### config.mk
export PLATFORM = sky130hd
export DESIGN_NAME = spice_core
export DESIGN_NICKNAME = d
export VERILOG_FILES = /design/src/pkg/spice_pkg.sv /design/src/hw/spice_core.sv
export VERILOG_INCLUDE_DIRS = /design/src /design/src/pkg
export SDC_FILE = /design/constraint.sdc
export NUM_CORES = 1
export LEC_CHECK = 0
export BUFFER_PORTS_ARGS = -buffer_cell sky130_fd_sc_hd__buf_2
export CAP_MARGIN = 0
export CELL_PAD_IN_SITES_DETAIL_PLACEMENT = 1
export CELL_PAD_IN_SITES_GLOBAL_PLACEMENT = 2
export CORE_MARGIN = 5
export CORE_UTILIZATION = 36
export CTS_CLUSTER_SIZE = 8
export DETAILED_ROUTE_END_ITERATION = 10
export PLACE_DENSITY_LB_ADDON = 0.1
export RECOVER_POWER = 50
export SLEW_MARGIN = 20
export SYNTH_ARGS = -nofsm -noshare
export SYNTH_HDL_FRONTEND = slang
export SYNTH_SLANG_ARGS = --single-unit
### constraint.sdc
create_clock -name ref_clk -period 7.2 [get_ports ref_clk]
set_input_delay 0.36 -clock ref_clk [delete_from_list [all_inputs] [get_ports ref_clk]]
set_output_delay 0.36 -clock ref_clk [all_outputs]
set_load 0.03 [all_outputs]
### src/pkg/spice_map.svh
// register offsets, field positions and timing counts for the serial control block
//
// Contract
// RQ1: receive interrupt gated by control bit 7
// RQ2: receive interrupt only when enable is one
// RQ3: transmit interrupt gated by control bit 6
// RQ4: expander disabled ignores data-in at select fall
// RQ5: first byte drives expander port when armed
// RQ6: later bytes in expander frame are discarded
// RQ7: expander outputs forced high at select rise
// RQ8: only selected port bits act as expander
// RQ9: mode 00 is slave, pins as inputs
// RQ10: nonzero mode is master, drives clock, select
// RQ11: master clock divides by 10, 40, 160
// RQ12: edge select clear: launch fall, sample rise
// RQ13: edge select set: launch rise, sample fall
// RQ14: interface and pins enabled only by bit 1
// RQ15: enabling interface drives expander outputs high
// RQ16: loopback bit ties data out to data in
// RQ17: loopback passes transmit data to receive side
// RQ18: frame spans select fall to rise, 12 bytes
// RQ19: expander decision latched per frame
`ifndef SPICE_MAP_SVH
`define SPICE_MAP_SVH
`define SPICE_CTRL_ADDR   8'h98
`define SPICE_CTRL_RESET  8'h00
`define SPICE_B_RXIE      7
`define SPICE_B_TXIE      6
`define SPICE_B_EXPEN     5
`define SPICE_B_MODE_HI   4
`define SPICE_B_MODE_LO   3
`define SPICE_B_EDGE      2
`define SPICE_B_EN        1
`define SPICE_B_LOOP      0
`define SPICE_DIV_FAST    10
`define SPICE_DIV_STD     40
`define SPICE_DIV_SLOW    160
`define SPICE_FRAME_BYTES 12
`define SPICE_ALL_ONES    8'hff
`endif

### src/pkg/spice_pkg.sv
// types shared by the serial control block
package spice_pkg;
  typedef enum logic [1:0] {
    SPICE_SLAVE = 2'h0,
    SPICE_FAST  = 2'h1,
    SPICE_STD   = 2'h2,
    SPICE_SLOW  = 2'h3
  } spice_mode_e;
  typedef enum {
    SPICE_IDLE,
    SPICE_SHIFT,
    SPICE_END
  } spice_state_e;
endpackage

### src/hw/spice_core.sv
// serial control register, master/slave shifter and select expander
`include "spice_map.svh"
module spice_core
  import spice_pkg::*;
#(
  parameter int DIV_FAST    = `SPICE_DIV_FAST,
  parameter int DIV_STD     = `SPICE_DIV_STD,
  parameter int DIV_SLOW    = `SPICE_DIV_SLOW,
  parameter int FRAME_BYTES = `SPICE_FRAME_BYTES
) (
  input  wire logic       ref_clk,
  input  wire logic       rst,
  input  wire logic       clk_en,
  input  wire logic [7:0] reg_addr,
  input  wire logic [7:0] reg_wdata,
  input  wire logic       reg_wr,
  output logic      [7:0] reg_rdata,
  input  wire logic [7:0] tx_data,
  input  wire logic       tx_valid,
  output logic            tx_ready,
  output logic      [7:0] rx_data,
  output logic            rx_valid,
  input  wire logic       rx_event,
  input  wire logic       tx_event,
  output logic            rx_irq,
  output logic            tx_irq,
  input  wire logic       sck_in,
  output logic            sck_out,
  output logic            sck_oe,
  input  wire logic       ss_n_in,
  output logic            ss_n_out,
  output logic            ss_n_oe,
  input  wire logic       mosi_in,
  output logic            mosi_out,
  output logic            mosi_oe,
  input  wire logic       miso_in,
  output logic            miso_out,
  output logic            miso_oe,
  input  wire logic [7:0] expander_bit_select,
  input  wire logic [7:0] port_gpio_out,
  output logic      [7:0] port_out,
  output logic      [7:0] extra_select_outputs,
  output logic            expander_detected
);
  initial begin
    if (DIV_FAST < 2 || DIV_STD < 2 || DIV_SLOW < 2 || FRAME_BYTES < 1
        || FRAME_BYTES > 16 || DIV_FAST > DIV_SLOW || DIV_STD > DIV_SLOW)
      $error("spice_core: bad divider or frame size");
  end

  localparam int CW = $clog2(DIV_SLOW) + 1;

  // control register fields
  logic [7:0]   serial_control_r;
  wire          rx_irq_enable     = serial_control_r[`SPICE_B_RXIE];
  wire          tx_irq_enable     = serial_control_r[`SPICE_B_TXIE];
  wire          expander_enable   = serial_control_r[`SPICE_B_EXPEN];
  wire          clock_edge_select = serial_control_r[`SPICE_B_EDGE];
  wire          interface_enable  = serial_control_r[`SPICE_B_EN];
  wire          loopback_enable   = serial_control_r[`SPICE_B_LOOP];
  spice_mode_e  role_and_rate_select;
  assign role_and_rate_select = spice_mode_e'(
    serial_control_r[`SPICE_B_MODE_HI:`SPICE_B_MODE_LO]);
  wire          is_master = role_and_rate_select != SPICE_SLAVE; // RQ10
  wire          ctrl_hit  = reg_wr && reg_addr == `SPICE_CTRL_ADDR;

  always_ff @(posedge ref_clk or posedge rst) begin
    if (rst)
      serial_control_r <= `SPICE_CTRL_RESET;
    else if (clk_en && ctrl_hit)
      serial_control_r <= reg_wdata;
  end
  assign reg_rdata = (reg_addr == `SPICE_CTRL_ADDR) ? serial_control_r : 8'h00;

  // interrupt gating; events come from the status logic elsewhere
  assign rx_irq = rx_event && rx_irq_enable; // RQ1 RQ2
  assign tx_irq = tx_event && tx_irq_enable; // RQ3

  // pin synchronisers: three stages, change counts when 2 and 3 agree
  logic [2:0] sck_s_r, ss_s_r, mosi_s_r, miso_s_r;
  logic       sck_f_r, ss_f_r, mosi_f_r, miso_f_r;
  always_ff @(posedge ref_clk or posedge rst) begin
    if (rst) begin
      sck_s_r  <= 3'h0;
      ss_s_r   <= 3'h7;
      mosi_s_r <= 3'h7;
      miso_s_r <= 3'h7;
      sck_f_r  <= 1'b0;
      ss_f_r   <= 1'b1;
      mosi_f_r <= 1'b1;
      miso_f_r <= 1'b1;
    end else if (clk_en) begin
      sck_s_r  <= {sck_s_r[1:0], sck_in};
      ss_s_r   <= {ss_s_r[1:0], ss_n_in};
      mosi_s_r <= {mosi_s_r[1:0], mosi_in};
      miso_s_r <= {miso_s_r[1:0], miso_in};
      if (sck_s_r[1] == sck_s_r[2])   sck_f_r  <= sck_s_r[2];
      if (ss_s_r[1] == ss_s_r[2])     ss_f_r   <= ss_s_r[2];
      if (mosi_s_r[1] == mosi_s_r[2]) mosi_f_r <= mosi_s_r[2];
      if (miso_s_r[1] == miso_s_r[2]) miso_f_r <= miso_s_r[2];
    end
  end

  // master clock generator; half period is divider over two
  function automatic logic [CW-1:0] half_div(input spice_mode_e m);
    unique case (m)
      SPICE_FAST: half_div = CW'(DIV_FAST / 2);
      SPICE_STD:  half_div = CW'(DIV_STD / 2);
      SPICE_SLOW: half_div = CW'(DIV_SLOW / 2);
      SPICE_SLAVE: half_div = CW'(DIV_FAST / 2);
    endcase
  endfunction

  spice_state_e state_r;
  logic [CW-1:0] div_r;
  logic          msck_r;     // master serial clock level
  logic          mss_n_r;    // master select level
  logic          stop_r;     // frame ends at the next half tick
  logic [2:0]    bit_r;
  logic [3:0]    byte_r;
  logic [7:0]    shift_r;
  logic          dout_r;     // launched data bit
  logic          sck_prev_r, ss_prev_r;
  logic          exp_mode_r, first_done_r;
  logic [7:0]    ess_r;
  logic [7:0]    rx_data_r;
  logic          rx_valid_r;

  wire half_tick = is_master && state_r == SPICE_SHIFT
                   && div_r == half_div(role_and_rate_select) - CW'(1); // RQ11
  // effective select and clock seen by the shifter
  wire cur_sck  = is_master ? msck_r  : sck_f_r;                        // RQ9
  wire cur_ss_n = is_master ? mss_n_r : ss_f_r;
  wire sck_rise = interface_enable && cur_sck && !sck_prev_r;
  wire sck_fall = interface_enable && !cur_sck && sck_prev_r;
  wire ss_fall  = interface_enable && !cur_ss_n && ss_prev_r;
  wire ss_rise  = interface_enable && cur_ss_n && !ss_prev_r;
  wire sample_e = clock_edge_select ? sck_fall : sck_rise;              // RQ12 RQ13
  wire launch_e = clock_edge_select ? sck_rise : sck_fall;              // RQ12 RQ13
  // data in: loopback takes our own output, else the role's input pin
  wire din = loopback_enable ? dout_r                                   // RQ16 RQ17
           : (is_master ? miso_f_r : mosi_f_r);                         // RQ9 RQ10
  wire [7:0] shifted = {shift_r[6:0], din};
  wire       byte_done = sample_e && bit_r == 3'h7;
  assign tx_ready = interface_enable && !cur_ss_n && byte_done;

  // master frame sequencer
  always_ff @(posedge ref_clk or posedge rst) begin
    if (rst) begin
      state_r <= SPICE_IDLE;
      div_r   <= '0;
      msck_r  <= 1'b0;
      mss_n_r <= 1'b1;
      stop_r  <= 1'b0;
    end else if (clk_en) begin
      unique case (state_r)
        SPICE_IDLE: begin
          msck_r <= clock_edge_select;
          div_r  <= '0;
          stop_r <= 1'b0;
          if (is_master && interface_enable && tx_valid) begin
            mss_n_r <= 1'b0;
            state_r <= SPICE_SHIFT;
          end
        end
        SPICE_SHIFT: begin
          div_r <= half_tick ? '0 : div_r + CW'(1);
          if (half_tick) msck_r <= !msck_r;
          // last byte: finish the running half period, no runt clock
          if (byte_done && (!tx_valid || byte_r == 4'(FRAME_BYTES - 1)))
            stop_r <= 1'b1;                                          // RQ18
          if (!interface_enable || !is_master || (stop_r && half_tick))
            state_r <= SPICE_END;                                    // RQ11
        end
        SPICE_END: begin
          mss_n_r <= 1'b1;
          msck_r  <= clock_edge_select;
          state_r <= SPICE_IDLE;
        end
      endcase
    end
  end

  // shifter, byte count and expander decision
  always_ff @(posedge ref_clk or posedge rst) begin
    if (rst) begin
      sck_prev_r   <= 1'b0;
      ss_prev_r    <= 1'b1;
      bit_r        <= 3'h0;
      byte_r       <= 4'h0;
      shift_r      <= 8'h00;
      dout_r       <= 1'b1;
      exp_mode_r   <= 1'b0;
      first_done_r <= 1'b0;
      ess_r        <= `SPICE_ALL_ONES;
      rx_data_r    <= 8'h00;
      rx_valid_r   <= 1'b0;
    end else if (clk_en) begin
      sck_prev_r <= cur_sck;
      ss_prev_r  <= cur_ss_n;
      rx_valid_r <= 1'b0;
      if (!interface_enable)
        ess_r <= `SPICE_ALL_ONES;                                    // RQ14
      if (ctrl_hit && reg_wdata[`SPICE_B_EN])
        ess_r <= `SPICE_ALL_ONES;                                    // RQ15
      if (ss_fall) begin
        bit_r        <= 3'h0;
        byte_r       <= 4'h0;
        first_done_r <= 1'b0;
        exp_mode_r   <= expander_enable && !din;                     // RQ4 RQ19
        shift_r      <= tx_data;
        dout_r       <= tx_data[7];
      end else if (ss_rise) begin
        exp_mode_r <= 1'b0;                                          // RQ19
        ess_r      <= `SPICE_ALL_ONES;                               // RQ7
      end else if (!cur_ss_n) begin
        if (sample_e) begin
          bit_r   <= bit_r + 3'h1;
          shift_r <= shifted;
          if (byte_done) begin
            byte_r <= byte_r + 4'h1;
            if (exp_mode_r && !first_done_r) begin
              ess_r        <= shifted;                               // RQ5
              first_done_r <= 1'b1;
            end else if (!exp_mode_r) begin                          // RQ6
              rx_data_r  <= shifted;
              rx_valid_r <= 1'b1;
            end
          end
        end
        if (launch_e) begin
          if (bit_r == 3'h0) begin
            shift_r <= tx_data;
            dout_r  <= tx_data[7];
          end else
            dout_r <= shift_r[7];
        end
      end
    end
  end

  assign rx_data  = rx_data_r;
  assign rx_valid = rx_valid_r;
  assign expander_detected = exp_mode_r && first_done_r;
  assign extra_select_outputs = ess_r;

  // pin drivers; loopback keeps the data output off the pins
  assign sck_out  = msck_r;
  assign sck_oe   = interface_enable && is_master;                   // RQ10 RQ14
  assign ss_n_out = mss_n_r;
  assign ss_n_oe  = interface_enable && is_master;
  assign mosi_out = dout_r;
  assign mosi_oe  = interface_enable && is_master && !loopback_enable;
  assign miso_out = dout_r;
  assign miso_oe  = interface_enable && !is_master                   // RQ9
                    && !ss_f_r && !loopback_enable;
  // per-bit mux: expander bit or general purpose
  assign port_out = (expander_bit_select & ess_r)
                  | (~expander_bit_select & port_gpio_out);          // RQ8
endmodule

==> results.ini <==
[floorplan]
die_h_um=113
die_area_mm2=0.0128
start_util_pct=36.9
rows=37
die_x_um=113
ioPinCount=96
core_area_mm2=0.0103

[critical_path]
arrival_ns=3.36
crit_required_ns=6.74
worstPathCellList=buf_2 > inv_1 > clkbuf_1
max_stage_delay_ns=2.81
crit_path_start=rst
critPathKind=in -> async
reg2regPathDepth=6
crit_slowest_cell=clkbuf_1
cp-start-kind=primary input
reg2reg_from=serial_control_r[3]
cp.buffers_inverters=3
cp_top_family=buffers and inverters
crit_cells=3
endpoint_kind=async pin
crit_fanout=75

[logic_synthesis]
ys_types=55
async_reset_ff_share_pct=100
syn_avg_cell_area_um2=10.5
syn_nets=422
synth_edf_count=0
synth_warnings=0
synth_seq_cells=75
synth-seq-area-share_pct=50.0
synth_ff_type=dfrtp_1
mappedNetlistArea_mm2=0.00381
synthCells=363

[clock_network]
clock_path_buffers=2
cts_setup_buffers=0
worstSkewPairLatency_ns=0.36
ctsResizeCount=0
clock-sinks=75
cts_hold_buf=0
cts_tree=yes
root_buffer=clkbuf_8
clk_pin_slew_ns=0.09
htree_levels=3
cts_buffers=9

[placement]
place_congestion=0.776
dpl_worst_slack_ns=4.16
io_buffers=95
hpwl_um=7820
place_area_mm2=0.00439

[timing]
rsz0062_at_grt=no
period_needed_ns=3.82
maxSlewViolCount=112
worst_pin_slew_ns=4.03
hold_viol=0
clock-skew-final_ns=0.00874
setup_viol=0
timing.hold.ws_ns=0.231
fin_crit_sh_pct=53.1
max_slew_margin_pct=-168
clock.fmax_ghz=0.262
setup-tns-final_ns=0
layout_setup_ws_ns=3.38

[routing]
route.vias.total=3160
drtIter0Drc=129
drc=0
dr_wl_met2_um=4830
drt-wirelength-per-cell_um=17.6
firstDrtPassIters=4
drt-met1-wl_um=4980
routed.top_layer=met4
post_drt_via_cell_ratio=5.28
met3_length_um=526
wirelength_um=10500
ant_nets=0

[flow_run]
maxCapViolations=2

[hold_path]
hold_class=in -> reg
min_from=miso_in
whs_path_depth=2

[power]
finalPower_mw=1.14
vdd_drop_max_v=0.000104
power.leakage_nw=2.20
pwr_density_cell_mw_per_mm2=248

[global_route]
grt_pass1_wl_um=17700
grt_max_degree=76
antenna_found_initial=0
overflow=0
grt_pass1_vias=3424
grtUsageTotal_pct=17.3

[final_layout]
drive_above_1_share_pct=35.7
antenna_cells=0
stdcell_area_mm2=0.00459
area_growth_pct=20.5
finalNetCount=516

[status]
violations=capacitance limit, slew limit
status=finished, violations left

-- final timing paths --
path	end	slack, ns
worst max register to register	rx_data[4]	4.18
worst min register to register	rx_valid	0.49
max in group ref_clk	rx_data[4]	3.71
worst min-delay path	miso_s_r[0]	0.23
worst max-delay path	div_r[4]	3.38
min in group asynchronous	serial_control_r[7]	1.57
-- Yosys cell counts (all sizes together), types with 6 or more instances --
cell type  count  area, um2
a2bb2oi        8       70.1
dfstp         23        604
dfrtp         52       1300
nand3          9       45.0
o22ai          6       37.5
a21oi         21        116
nor2          25       93.8
and3          10       62.6
ha             8        100
and2          12       75.1
inv           24       90.1
clkbuf        10       47.5
nand2         23       93.8
mux2i          6       60.1
o21ai         34        170
mux2          33        372
-- registers in the layout, summed over array words and instances (netlist names), 2 cells and up --
register / count
bit_r: 3
state_r: 2
rx_data: 8
extra_select_outputs: 8
mosi_s_r: 3
shift_r: 8
byte_r: 4
miso_s_r: 3
ss_s_r: 3
serial_control_r: 8
sck_s_r: 3
div_r: 9
-- through the flow --
step | instances | utilization, %
2_1_floorplan | 363 | -
3_3_place_gp | 582 | 42.6
3_5_place_dp | 582 | 42.6
4_1_cts | 598 | 44.7
5_1_grt | 598 | 44.5
6_report | 598 | 44.5
-- power by group --
group	internal (mW)	leakage (nW)	total, mW	switching (mW)
combinational	0.0941	1.18	0.247	0.153
clock	0.184	0.112	0.358	0.174
sequential	0.485	0.904	0.534	0.0490
-- worst register-to-register path: stages, from the launching register on --
cell and delay (ns):
dfrtp_1 0.51, o21ai_0 0.44, nand3_1 0.28, a21oi_4 0.44, nand2_4 0.15, nor3b_2 0.68
mux2_2 0.41
-- area by class of cell --
class / instances / area [um2]
repair buffers: 96 / 465
well taps: 136 / 170
flip-flops and latches: 75 / 1910
fillers: 1219 / 5730
clock inverters: 6 / 70.1
inverters: 25 / 93.8
multi-input cells: 250 / 1740
clock buffers: 10 / 149
-- kinds of logic after synthesis --
group | share of synthesized area, %
flip-flops | 50.0
AO/OA/AOI/OAI | 15.8
XOR/XNOR | 0.459
multiplexers | 11.3
AND/OR/NAND/NOR | 15.5
buffers and inverters | 4.40
adder cells (fa/ha/maj) | 2.62
-- cell usage in the layout, fill, tap and decap left out, types with 4 or more instances in the layout --
master     netlist  routed
mux2i_1          6       6
a21oi_1         20      20
dfrtp_1         52      52
inv_1           24      24
o21ai_0         31      31
ha_1             8       8
clkbuf_1         9      12
nor2_1          25      25
and3_1          10      10
nand3_1          9       9
dfstp_2         23      23
buf_2            0      84
mux2_2          33      33
clkbuf_8         1       9
and2_1          12      12
nor2b_1          4       4
o22ai_1          6       6
nand2_1         22      22
a2bb2oi_1        8       8
a22o_1           5       5
-- metal layers --
| metal | global-route usage (%) | up-vias |
|---|---|---|
| li1 | - | 1486 |
| met1 | 24.3 | 1587 |
| met2 | 25.8 | 72 |
| met3 | 4.28 | 15 |
| met4 | 6.25 | 0 |
| met5 | 0 | - |
No activity file was read; power rests on OpenSTA's default activity.
